<file path="config.mk">
export PLATFORM = sky130hd
export DESIGN_NAME = cmbf_fill
export DESIGN_NICKNAME = d
export VERILOG_FILES = /design/src/verilog/cmbf_pkg.sv /design/src/verilog/cmbf_fill.sv /design/src/verilog/cmbf_frame_div.sv
export SDC_FILE = /design/constraint.sdc
export NUM_CORES = 1
export LEC_CHECK = 0
export BUFFER_PORTS_ARGS = -buffer_cell sky130_fd_sc_hd__buf_2
export CORE_AREA = 5 5 102 104
export CTS_CLUSTER_SIZE = 28
export DETAILED_ROUTE_END_ITERATION = 10
export DIE_AREA = 0 0 107 109
export GPL_ROUTABILITY_DRIVEN = 1
export GPL_TIMING_DRIVEN = 0
export PLACE_DENSITY_LB_ADDON = 0.3
export RECOVER_POWER = 100
export SETUP_SLACK_MARGIN = 0.02
export SYNTH_ARGS = -nofsm -noshare
export SYNTH_HDL_FRONTEND = slang
export SYNTH_SLANG_ARGS = --single-unit
</file>
<file path="constraint.sdc">
create_clock -name pclk -period 2.11 [get_ports pclk]
set_input_delay 0.3165 -clock pclk [delete_from_list [all_inputs] [get_ports pclk]]
set_output_delay 0.3165 -clock pclk [all_outputs]
set_load 0.02 [all_outputs]
</file>
<file path="src/verilog/cmbf_pkg.sv">
// Function
// - Fill starts only when master allow and fill enable are both high.
// - Backplane words get the backplane pattern in bits 15 to 13.
// - Backplane words have bits 12 to 0 cleared.
// - Local low words get the local pattern in bits 15 to 13.
// - Local low bits 12 to 0 and all local high bits are cleared.
// - Control register holds backplane pattern 8-6, local pattern 5-3, enable bit 2.
package cmbf_pkg;
	localparam logic [11:0] CMBF_OFS_CONTROL  = 12'h000;
	localparam logic [11:0] CMBF_OFS_MAIN     = 12'h004;
	localparam logic [11:0] CMBF_OFS_STATUS   = 12'h008;
	localparam int          CMBF_BP_POS       = 6;
	localparam int          CMBF_LP_POS       = 3;
	localparam int          CMBF_EN_POS       = 2;
	localparam int          CMBF_MASTER_POS   = 0;
	localparam logic [15:0] CMBF_CONTROL_RST  = 16'h0000;
	localparam logic [15:0] CMBF_CONTROL_MASK = 16'h01FC;
	localparam int          CMBF_PAT_LSB      = 13;
	localparam int          CMBF_FILL_FRAMES  = 2;
	localparam int          CMBF_FRAME_NS     = 125000;
	localparam int          CMBF_CLK_NS       = 8;
	localparam int          CMBF_FRAME_CYC    = CMBF_FRAME_NS / CMBF_CLK_NS;

	typedef struct packed {
		logic        we;
		logic [9:0]  addr;
		logic [15:0] bp_word;
		logic [15:0] lo_word;
		logic [15:0] hi_word;
	} cmbf_wr_t;
endpackage : cmbf_pkg

</file>
<file path="src/verilog/cmbf_fill.sv">
// Decided for this implementation: the APB interface to the registers and the register addresses.
module cmbf_fill
	import cmbf_pkg::*;
#(
	parameter int DEPTH     = 1024,
	parameter int FRAME_CYC = CMBF_FRAME_CYC
) (
	input  wire logic        pclk,      // System clock, 125 MHz.
	input  wire logic        presetn,   // Asynchronous reset, active low.
	input  wire logic        psel,      // APB select.
	input  wire logic        penable,   // APB enable.
	input  wire logic        pwrite,    // APB direction.
	input  wire logic [11:0] paddr,     // APB byte address.
	input  wire logic [31:0] pwdata,    // APB write data.
	output logic [31:0]      prdata,    // APB read data.
	output logic             pready,    // APB ready.
	output logic             pslverr,   // APB error.
	output cmbf_wr_t         mem_wr,    // Connection memory write port.
	output logic             busy       // Fill running.
);
	// Fill sequencer states, one-hot.
	typedef enum logic [1:0] {
		CMBF_IDLE = 2'b01,
		CMBF_FILL = 2'b10
	} cmbf_state_t;

	// Highest word address of the connection memories.
	localparam logic [9:0] LAST_ADDR  = 10'(DEPTH - 1);
	// Frame count whose closing pulse completes the fill.
	localparam logic [1:0] LAST_FRAME = 2'(CMBF_FILL_FRAMES - 1);

	// Sequencer state.
	cmbf_state_t state_q;
	cmbf_state_t state_d;
	logic [9:0]  addr_q;
	logic [9:0]  addr_d;
	logic [1:0]  frames_q;
	logic [1:0]  frames_d;
	cmbf_wr_t    wr_q;
	cmbf_wr_t    wr_d;

	// Software visible registers.
	logic [15:0] ctrl_q;
	logic [15:0] ctrl_d;
	logic        master_q;
	logic        master_d;

	// Read data, captured in the setup cycle so that it comes from a flip-flop.
	logic [31:0] rdata_q;
	logic [31:0] rdata_d;

	// Bus decode and sequencer events.
	logic        frame_tick;
	logic        wr_acc;
	logic        setup_rd;
	logic        sel_ctrl;
	logic        sel_main;
	logic        sel_stat;
	logic        addr_ok;
	logic        fill_abort;
	logic        fill_done;

	// Provides the frame pulse that paces the fill.
	cmbf_frame_div #(.FRAME_CYC(FRAME_CYC)) u_div (
		.pclk       (pclk),
		.presetn    (presetn),
		.frame_tick (frame_tick)
	);

	// Decodes the byte address into one register select.
	always_comb begin
		sel_ctrl = 1'b0;
		sel_main = 1'b0;
		sel_stat = 1'b0;
		if (paddr == CMBF_OFS_CONTROL) begin
			sel_ctrl = 1'b1;
		end else if (paddr == CMBF_OFS_MAIN) begin
			sel_main = 1'b1;
		end else if (paddr == CMBF_OFS_STATUS) begin
			sel_stat = 1'b1;
		end
	end

	// Bus handshake: no wait states, unmapped addresses answer with an error.
	assign addr_ok  = sel_ctrl || sel_main || sel_stat;
	assign wr_acc   = psel && penable && pwrite;
	assign setup_rd = psel && !penable && !pwrite;
	assign pready   = 1'b1;
	assign pslverr  = psel && penable && !addr_ok;

	// A control write with the enable low stops a running fill at once.
	assign fill_abort = wr_acc && sel_ctrl && !pwdata[CMBF_EN_POS];
	// The fill ends on the closing pulse of its last frame unless aborted.
	assign fill_done  = (state_q == CMBF_FILL) && !fill_abort && frame_tick
		&& (frames_q == LAST_FRAME);

	// Next values of the software registers.
	always_comb begin
		ctrl_d   = ctrl_q;
		master_d = master_q;
		if (wr_acc && sel_ctrl) begin
			ctrl_d = pwdata[15:0] & CMBF_CONTROL_MASK;
		end else if (wr_acc && sel_main) begin
			master_d = pwdata[CMBF_MASTER_POS];
		end
		// Completion clears the enable, even against a write in the same cycle.
		if (fill_done) begin
			ctrl_d[CMBF_EN_POS] = 1'b0;
		end
	end

	// Registers the software registers.
	always_ff @(posedge pclk or negedge presetn) begin
		if (!presetn) begin
			ctrl_q   <= CMBF_CONTROL_RST;
			master_q <= 1'b0;
		end else begin
			ctrl_q   <= ctrl_d;
			master_q <= master_d;
		end
	end

	// Next state of the fill sequencer and the memory write it issues.
	always_comb begin
		state_d  = state_q;
		addr_d   = addr_q;
		frames_d = frames_q;
		wr_d     = '0;
		case (state_q)
			CMBF_IDLE: begin
				if (master_q && ctrl_q[CMBF_EN_POS]) begin
					state_d  = CMBF_FILL;
					addr_d   = 10'h000;
					frames_d = 2'h0;
				end
			end
			CMBF_FILL: begin
				if (fill_abort) begin
					state_d = CMBF_IDLE;
				end else if (fill_done) begin
					state_d  = CMBF_IDLE;
					frames_d = frames_q + 2'h1;
				end else begin
					// The address parks on the last word once every word is written.
					if (addr_q != LAST_ADDR) begin
						addr_d = addr_q + 10'h001;
					end
					wr_d.we      = 1'b1;
					wr_d.addr    = addr_q;
					wr_d.bp_word = {ctrl_q[CMBF_BP_POS +: 3], 13'h0000};
					wr_d.lo_word = {ctrl_q[CMBF_LP_POS +: 3], 13'h0000};
					wr_d.hi_word = 16'h0000;
					if (frame_tick) begin
						frames_d = frames_q + 2'h1;
					end
				end
			end
			default: begin
				state_d = CMBF_IDLE;
			end
		endcase
	end

	// Registers the fill sequencer.
	always_ff @(posedge pclk or negedge presetn) begin
		if (!presetn) begin
			state_q  <= CMBF_IDLE;
			addr_q   <= 10'h000;
			frames_q <= 2'h0;
			wr_q     <= '0;
		end else begin
			state_q  <= state_d;
			addr_q   <= addr_d;
			frames_q <= frames_d;
			wr_q     <= wr_d;
		end
	end

	// The write port comes straight from flip-flops; the busy level is decoded from the state flip-flops.
	assign mem_wr = wr_q;
	assign busy   = (state_q == CMBF_FILL);

	// Selects read data in the setup cycle; it stands through the access cycle.
	always_comb begin
		rdata_d = 32'h00000000;
		if (setup_rd && sel_ctrl) begin
			rdata_d = {16'h0000, ctrl_q};
		end else if (setup_rd && sel_main) begin
			rdata_d = {31'h00000000, master_q};
		end else if (setup_rd && sel_stat) begin
			rdata_d = {30'h00000000, frames_q != 2'h0, busy};
		end
	end

	// Registers the read data; it reads zero outside a read access.
	always_ff @(posedge pclk or negedge presetn) begin
		if (!presetn) begin
			rdata_q <= 32'h00000000;
		end else begin
			rdata_q <= rdata_d;
		end
	end

	assign prdata = rdata_q;
endmodule : cmbf_fill

</file>
<file path="src/verilog/cmbf_frame_div.sv">
module cmbf_frame_div
	import cmbf_pkg::*;
#(
	parameter int FRAME_CYC = CMBF_FRAME_CYC
) (
	input  wire logic pclk,        // System clock.
	input  wire logic presetn,     // Asynchronous reset, active low.
	output logic      frame_tick   // One-cycle pulse per frame.
);
	logic [31:0] cnt_q;
	logic [31:0] cnt_d;

	// Counts cycles and wraps once per frame.
	always_comb begin
		if (cnt_q == 32'(FRAME_CYC - 1)) begin
			cnt_d = 32'h0;
		end else begin
			cnt_d = cnt_q + 32'h1;
		end
	end

	// Registers the counter.
	always_ff @(posedge pclk or negedge presetn) begin
		if (!presetn) begin
			cnt_q <= 32'h0;
		end else begin
			cnt_q <= cnt_d;
		end
	end

	assign frame_tick = (cnt_q == 32'(FRAME_CYC - 1));
endmodule : cmbf_frame_div

</file>
; Word level (Yosys, flattened, before mapping)
; Cells that the tools add are included.
[classes]
mul = 0
eq_ne = 13
magnitude_cmp = 0
n_mux = 29
shift = 0
n_bitwise = 1
div_mod_pow = 0
reduce_logical = 30
n_addsub = 3
[op_table]
columns = op, n
row1 = 2-to-1 mux 59 bit, 3
row2 = 2-to-1 mux 10 bit, 4
row3 = "adder 32 x 1 -> 32 bit, second input constant", 1
row4 = "== test 32 x 14 -> 1 bit, second input constant", 1
row5 = 2-to-1 mux 32 bit, 1
row6 = one-hot mux 10 bit (2 select lines), 1
row7 = 2-to-1 mux 2 bit, 9
row8 = logical AND 1 bit, 15
row9 = "== test 12 x 3 -> 1 bit, second input constant", 1
row10 = "== test 12 x 4 -> 1 bit, second input constant", 1
row11 = logical NOT 12 bit, 1
row12 = "adder 10 x 1 -> 10 bit, second input constant", 1
row13 = "inequality test 10 bit, second input constant", 1
row14 = 2-to-1 mux 9 bit, 1
row15 = one-hot mux 2 bit (2 select lines), 2
row16 = 2-to-1 mux 1 bit, 7
row17 = "inequality test 2 bit, second input constant", 3
row18 = "inequality test 3 x 1 -> 1 bit, second input constant", 2
row19 = nonzero test 2 bit, 3
row20 = logical NOT 1 bit, 5
row21 = AND reduction 5 bit, 1
row22 = "== test 2 x 1 -> 1 bit, second input constant", 2
row23 = AND reduction 2 bit, 2
row24 = AND reduction 4 bit, 1
row25 = other kinds (6), 7
[word_totals]
ram_bits = 0
memories = 0
latchBits = 0
in_bits = 49
regBits = 145
elab_cells = 89
mem_bits_ro = 0

; Logic depth before layout (Yosys ltp)
; Gate-level depths: netlist (run 1).
[logic_depth]
ltp_word = 11
mapped_depth = 9
depth_no_buf = 7

; Hierarchy
; From an unflattened synthesis (run 1), not the netlist that was laid out.
[hier_totals]
hier_cells = 394
area_unflattened_um2 = 4110.2
[by_module_without_submodules]
columns = mod, area_each_um2, seq_area_each_um2, n_inst, cells_per_inst
row1 = cmbf_fill, 2548.7, 1202.4, 1, 252
row2 = cmbf_frame_div, 1561.5, 800.8, 1, 142

; Least setup slack after synthesis (run 1)
; No wires, ideal clock.
[synth_timing]
path_type = register to register
startpoint = register u_div.cnt_q[0]
endpoint = register addr_q[4]
stages_incl_launch_ff = 10
t_required_ps = 1988
synth_period_minus_slack_ps = 2213
path_slack_ps = -103
setup_time_ps = 122
arrival_time_ps = 2091
path_cell_list = dfrtp_1 > inv_1 > ha_1 > nor4bb_1 > nand4_1 > or4_1 > buf_2 > o21a_1 > buf_6 > a32o_1
[synth_between]
elab_chain_len = 5
[synth_lines]
columns = item, line_no
row1 = start: declaration, cmbf_frame_div.sv:10  ; logic [31:0] cnt_q;
row2 = start signal: assignment, cmbf_frame_div.sv:27  ; cnt_q <= cnt_d;
row3 = == test 32 x 14 -> 1 bit, cmbf_frame_div.sv:31  ; assign frame_tick = (cnt_q == 32'(FRAME_CYC - 1));
row4 = logical AND 1 bit, cmbf_fill.sv:94  ; assign fill_done = (state_q == CMBF_FILL) && !fill_abort && frame_tick
row5 = logical AND 1 bit, cmbf_fill.sv:95  ; && (frames_q == LAST_FRAME);
row6 = inequality test 2 bit (no source line), --
row7 = AND reduction 5 bit (no source line), --
row8 = end signal: assignment, cmbf_fill.sv:173  ; addr_q <= addr_d;
row9 = end: declaration, cmbf_fill.sv:35  ; logic [9:0] addr_q;
; Every way passes these cells.
; A chain may end at the register's enable or synchronous reset.

; Worst setup path in the final report (run 1)
[layout_timing]
startpoint = register u_div.cnt_q[0]
endpoint = register addr_q[8]
; Same word-level chain as after synthesis.

==> out/qor.csv, run 1 <==
metric;value;unit
synth_edf_count;0;
cts-root-buf;clkbuf_8;
drc;0;
layout-area-overhead-vs-synth;24.58;%
cp_num_buf_inv;2;
fin_nets;588;
yosysWarnings;0;
pwr_density_cell;574.1;mW/mm2
antenna_cells;0;
finalPower;2.952;mW
fin_ws;-0.2240;ns
first_iter_violations;78;
cts-buffers-inserted;9;
wl_met2;4.126;mm
seq_power_share;51.9;%
setup_viol;26;
status;finished with violations;
drtPass1Iterations;6;
clockPowerShare;38.9;%
p_int;2.193;mW
finalCritPeriodShare;110.6;%
hold_path.class;in2reg;
rows;36;
place_area;0.004793;mm2
dp_cells;624;
grt_use_total;14.82;%
dieArea;0.01166;mm2
max_stage_delay;0.61;ns
max_freq;428.4;MHz
viasPerCell;4.691;
dp_hpwl;6.054;mm
grt_pass1_vias;3082;
highest_layer;met4;
min_period;2.334;ns
stdcell_count;653;
core;0.009459;mm2
cts_tree;done;
route.met3.wl;422;um
crit_slowest_cell;or4_4;
fp.dieW;107;um
synth_ff_type;dfrtp_1;
grt_pass1_wl;13.93;mm
synth.yosys.seq_area_share;48.53;%
vdd.ir_drop.worst;0.3484;mV
synth_area_leaders;dfrtp_1 (48%), buf_4 (12%), and3_1 (3.6%);
p_leak;2.727;nW
start_kind;flop;
vias;3063;
start_util;43.64;%
worstMarginPinSlew;0.9555;ns
totalWireLength;8.389;mm
required;2.35;ns
place.gp.congestion;0.7746;
synth_top_area_share;47.89;%
synth_area;0.004128;mm2
grt_max_degree;42;
synth_cell_types;50;
path_clk_slew;0.09;ns
antenna_found_initial;0;
cp_data_arrival_time;2.58;ns
cts.sinks;80;
clk_path_buf_depth;2;
ant_nets;0;
io_buffer_count;52;
fin_worst_skew;0.008115;ns
timing_worst_setup_path_type;reg2reg;
stdcell_area;0.005142;mm2
swShare;25.73;%
drive_gt1_share;27.64;%
wl_per_cell;12.85;um
worstSkewPairLatency;0.36;ns
grt_setup_unrepaired;true;
synthArstFlopShare;100.0;%
fin_util;54.37;%
htreeDepth;3;
syn-mean-instance-area;10.50;um2
p_comb_share;9.2;%
max-slew-margin-rel;36.30;%
cp_cell_sequence;inv_1 > ha_2 > nor4bb_4 > nand4_1 > or4_4 > o21a_1 > buf_6 > a32o_1;
final_hold_viol_count;0;
critPathMaxFanout;10;
slew_viol_final;0;
ys_seq_elements;80;
p_sw;0.7596;mW
met1Wirelength;3.732;mm
grt.overflow.total;0;
fp.dieH;109;um
netlist_instances;393;
drv_cap;0;
io-pin-count;143;
worst_setup_path_end_kind;flop;
violations;setup timing;
cp_top_family;simple AND/OR/NAND/NOR gates;
synth_top_cell_by_area;dfrtp_1;
cells in the final DEF, fill, tap and decap left out, drive strengths merged, types with 3 or more instances in the layout:
cell,instances
and4,3
clkinvlp,3
nand3,12
inv,11
nor2,28
o21ai,5
o221ai,3
a32o,8
xor2,13
nand4,12
nand2,26
and2,9
o211ai,5
nand2b,4
or4,4
conb,66
mux2i,4
nor2b,4
nand4b,3
buf,107
mux2,7
xnor2,15
or3,3
clkbuf,45
a21oi,4
nor4b,3
nor4,8
and3,24
dfrtp,79
ha,5
power groups by stage:
stage	logic, mW	clock network (mW)	registers, mW
after floorplan	0.205	0	1.56
after global routing	0.298	1.24	1.53
after global placement	0.263	0	1.56
after detailed placement	0.269	0	1.56
final	0.271	1.15	1.53
after CTS	0.271	1.18	1.53
layout make-up:
cell class                 instances  area, um2
buffer                            76      574.3
tap                              114      142.6
clock inverter                     7      78.83
multi-input combinational        290       1833
clock buffer                       9      123.9
timing repair buffer              68      352.8
fill                             850       4317
inverter                           9      33.78
sequential                        80       2003
path summary, 6_finish.rpt:
kind	depth (start not counted)	end	slack, ns	from
min	2	ctrl_q[3]$_DFFE_PN0N_	0.17	pwdata[3]
max	8	addr_q[8]$_DFFE_PN0P_	-0.22	u_div.cnt_q[0]$_DFF_PN0_
max in group asynchronous	3	addr_q[0]$_DFFE_PN0P_	0.29	presetn
max reg2reg	8	addr_q[8]$_DFFE_PN0P_	-0.22	u_div.cnt_q[0]$_DFF_PN0_
min reg2reg	1	prdata[3]$_DFF_PN0_	0.50	ctrl_q[3]$_DFFE_PN0N_
min in group asynchronous	2	prdata[7]$_DFF_PN0_	0.66	presetn
per-layer routing:
layer  vias up  GRT usage (%)
li1       1517              -
met4         0          5.388
met2        91          24.42
met1      1445          19.10
met3        10          3.612
met5         -              0
cells by family after synthesis:
family | after synthesis | share of synthesized area (%)
simple gates | 150 | 21.01
buf+inv | 87 | 14.25
flops | 80 | 48.53
compound gates | 30 | 5.699
xor+xnor | 28 | 5.941
mux | 11 | 2.880
fa+ha+maj | 5 | 1.516
other cells | 2 | 0.1819
sequential cells by signal (all words and copies together), names as in the netlist:
name and cells:
u_div.cnt_q 32, prdata 9, ctrl_q 7, mem_wr 17, frames_q 2, addr_q 10
master_q 1, state_q 2
cells in the mapped netlist (2+ instances only):
| library cell | number |
|---|---|
| nor3_1 | 2 |
| o21ai_0 | 3 |
| nor4_1 | 6 |
| clkbuf_1 | 8 |
| nor4_2 | 2 |
| ha_1 | 5 |
| nand4b_1 | 3 |
| xnor2_1 | 15 |
| xor2_1 | 13 |
| or4_1 | 2 |
| mux2_1 | 6 |
| o211ai_1 | 5 |
| nor2b_1 | 4 |
| dfrtp_1 | 79 |
| o221ai_1 | 3 |
| buf_4 | 67 |
| buf_2 | 2 |
| or3_1 | 2 |
| and2_1 | 9 |
| nand2b_1 | 4 |
| a32o_1 | 8 |
| nand4_1 | 12 |
| and3_1 | 24 |
| nor2_1 | 28 |
| or4_4 | 2 |
| a21oi_1 | 4 |
| nand2_1 | 26 |
| mux2i_1 | 4 |
| nor4b_2 | 2 |
| inv_1 | 9 |
| and4_1 | 3 |
| conb_1 | 2 |
| nand3_1 | 12 |
what timing repair did:
action,4_1_cts,5_1_grt
setup endpoints to repair,30,37
hold buffers,1,0
setup buffers,6,7
pin swaps,2,6
hold endpoints to repair,38,0
gates resized for setup,20,9
gates cloned,1,0
stage by stage:
step           setup TNS [ns]  worst slack (ns)  hold WS [ns]
2_1_floorplan         -0.2361          -0.02952       0.02091
3_3_place_gp           -8.833           -0.4045        0.4771
3_5_place_dp           -10.77           -0.4631        0.3318
4_1_cts                -3.315           -0.2316        0.1544
5_1_grt                -7.629           -0.3065        0.1582
6_report               -3.266           -0.2240        0.1691
No activity file was read; power rests on OpenSTA's default activity.
==> run 2: changes to the inputs <==
--- a/config.mk
+++ b/config.mk
@@ -6,10 +6,13 @@
 export NUM_CORES = 1
 export LEC_CHECK = 0
 export BUFFER_PORTS_ARGS = -buffer_cell sky130_fd_sc_hd__buf_2
-export CORE_AREA = 5 5 102 104
+export CELL_PAD_IN_SITES_DETAIL_PLACEMENT = 1
+export CELL_PAD_IN_SITES_GLOBAL_PLACEMENT = 2
+export CORE_AREA = 5 5 130 132
+export CTS_BUF_LIST = sky130_fd_sc_hd__clkbuf_16
 export CTS_CLUSTER_SIZE = 28
 export DETAILED_ROUTE_END_ITERATION = 10
-export DIE_AREA = 0 0 107 109
+export DIE_AREA = 0 0 135 137
 export GPL_ROUTABILITY_DRIVEN = 1
 export GPL_TIMING_DRIVEN = 0
 export PLACE_DENSITY_LB_ADDON = 0.3
==> run 2 against run 1 <==
Net effect:
- the flow still finishes with violations (setup timing)
- final cell count rose by 15%
- non-clock buffer count shrank 7
- via count rose by 0.78%
- sequential cell count unchanged
- global-route usage fell by 3.2 points
- register-to-register slack worse by 0.06 ns
- combinational power increased by 3%
- sequential share of layout area fell by 2.0 points
- routed wire length grew 23%
- final area rose by 5.4%
- worst hold slack improved by 0.013 ns
- clock power grew 49%
==> out/qor.csv, run 2 (synthesis results as in run 1) <==
metric;value;unit;change
r2r_start;u_div.cnt_q[1]$_DFF_PN0_;;
hold_path.class;in2reg;;
cts_tree;done;;
fp.dieW;135;um;+26%
clk_path_buf_depth;2;;unchanged
drv_cap;0;;unchanged
fin_nets;581;;-1.2%
pwr_density_cell;650.9;mW/mm2;+13%
antenna_cells;0;;unchanged
totalWireLength;10.28;mm;+23%
dp_hpwl;7.561;mm;+25%
final_hold_viol_count;0;;unchanged
crit_slowest_cell;or4_4;;
vias;3087;;+0.78%
drc;0;;unchanged
cts-buffers-inserted;9;;unchanged
io-pin-count;143;;unchanged
worstMarginPinSlew;0.9634;ns;+0.007836 ns
max_freq;417.4;MHz;-2.6%
max_flop_register;u_div.cnt_q;;
fin_worst_skew;0.008687;ns;+0.0005721 ns
grt_max_degree;47;;+12%
holdPathEnd;ctrl_q[3]$_DFFE_PN0N_;;
cp_top_family;simple AND/OR/NAND/NOR gates;;
vdd.ir_drop.worst;0.3637;mV;+4.4%
dieArea;0.01850;mm2;+59%
cp_num_buf_inv;2;;unchanged
fin_util;34.76;%;-20 points
start_util;26.46;%;-17 points
drive_gt1_share;32.33;%;+4.7 points
max-slew-margin-rel;35.77;%;-0.52 points
ant_nets;0;;unchanged
path_clk_slew;0.07;ns;-0.02 ns
grt_pass1_vias;3378;;+9.6%
layout-area-overhead-vs-synth;31.34;%;
status;finished with violations;;
drtPass1Iterations;4;;-2
grt.overflow.total;0;;unchanged
start_kind;flop;;
rows;46;;+28%
layout_commonest_cell;dfrtp_1;;
largest_reg_flops;32;;unchanged
timing_worst_setup_path_type;reg2reg;;
final_cell_mix;dfrtp_1 (79), buf_4 (73), conb_1 (66);;
io_buffer_count;52;;unchanged
worstReg2RegEnd;addr_q[9]$_DFFE_PN0P_;;
ff2ff_path_depth;8;;unchanged
holdWs;0.1822;ns;+0.01306 ns
cts.sinks;80;;unchanged
p_leak;2.892;nW;+6.1%
viasPerCell;4.127;;-12%
critPathMaxFanout;5;;-5
place.gp.congestion;0.7618;;-1.7%
place_ws;-0.6895;ns;-0.2264 ns
cp_data_arrival_time;2.63;ns;+0.05 ns
setup_viol;26;;unchanged
max_stage_delay;0.57;ns;-0.04 ns
grt_setup_unrepaired;true;;
cp_cell_sequence;inv_1 > ha_2 > nor4bb_4 > nand4_1 > or4_4 > o21a_4 > buf_6 > a32o_1;;
holdPathStages;2;;unchanged
violations;setup timing;;
first_iter_violations;97;;+24%
worstHoldStart;pwdata[3];;
htreeDepth;3;;unchanged
worst_setup_path_end_kind;flop;;
grt_pass1_wl;16.93;mm;+21%
wl_per_cell;13.74;um;+7.0%
antenna_found_initial;0;;unchanged
fin_ws;-0.2858;ns;-0.06175 ns
cts-root-buf;clkbuf_16;;
core;0.01560;mm2;+65%
required;2.34;ns;about the same
fp.dieH;137;um;+26%
min_period;2.396;ns;+0.06175 ns
grt_use_total;11.57;%;-3.2 points
finalCritPeriodShare;113.5;%;+2.9 points
slew_viol_final;0;;unchanged
rrSetupSlack;-0.29;ns;-0.06 ns
worstSkewPairLatency;0.34;ns;-0.02 ns
==> run 2: metal layers <==
layer	GRT usage (%)	wire [um]
met5	0	0
met4	3.639	125
met3	3.456	473
met2	19.93	5358
met1	13.95	4323
==> run 2: how the worst max path moves through the flow <==
| stage | depth (start not counted) | slack, ns | endpoint | start |
|---|---|---|---|---|
| after global routing | 8 | -0.41 | addr_q[9]$_DFFE_PN0P_ | u_div.cnt_q[1]$_DFF_PN0_ |
| final | 8 | -0.29 | addr_q[9]$_DFFE_PN0P_ | u_div.cnt_q[1]$_DFF_PN0_ |
| after global placement | 9 | -0.53 | addr_q[0]$_DFFE_PN0P_ | u_div.cnt_q[0]$_DFF_PN0_ |
| after detailed placement | 9 | -0.69 | addr_q[0]$_DFFE_PN0P_ | u_div.cnt_q[0]$_DFF_PN0_ |
| after CTS | 9 | -0.34 | addr_q[5]$_DFFE_PN0P_ | u_div.cnt_q[1]$_DFF_PN0_ |
| after floorplan | 9 | -0.03 | addr_q[4]$_DFFE_PN0P_ | u_div.cnt_q[0]$_DFF_PN0_ |
==> run 2: where the power goes <==
part | internal, mW | switching, mW | total (mW)
registers | 1.53 | 0.000141 | 1.53
clock network | 1.05 | 0.668 | 1.71
logic | 0.109 | 0.171 | 0.280
total | 2.69 | 0.839 | 3.53
==> run 2: cell type report <==
cell class                 count  area [um2]
inverter                       9       33.78
buffer                        76       579.3
tap                          216       270.3
timing repair buffer          61       354.1
fill                        1813       10180
clock buffer                   9       225.2
multi-input combinational    290        1854
sequential                    80        2003
clock inverter                 7       101.3
==> run 2: through the flow <==
stage	power [mW]	TNS [ns]	cells	instance area (um2)
finish	3.529	-3.816	748	5421
global route	3.672	-7.156	748	5421
CTS	3.577	-5.357	746	5373
detailed placement	1.837	-18.33	726	4928
global placement	1.828	-12.43	725	4898
floorplan	1.768	-0.2361	457	4368
==> run 2: worst reg2reg max path, cell delays in order (launching register included) <==
cell,delay [ns]
dfrtp_1,0.38
inv_1,0.06
ha_2,0.17
nor4bb_4,0.26
nand4_1,0.21
or4_4,0.57
o21a_4,0.25
buf_6,0.13
a32o_1,0.25
==> run 2: timing repair <==
action	4_1_cts	5_1_grt
cloned	0	1
resized for setup	21	13
hold endpoints to repair	34	0
pin swaps	3	10
buffers inserted	4	2
hold buffers	1	0
endpoints found under the setup margin	44	36
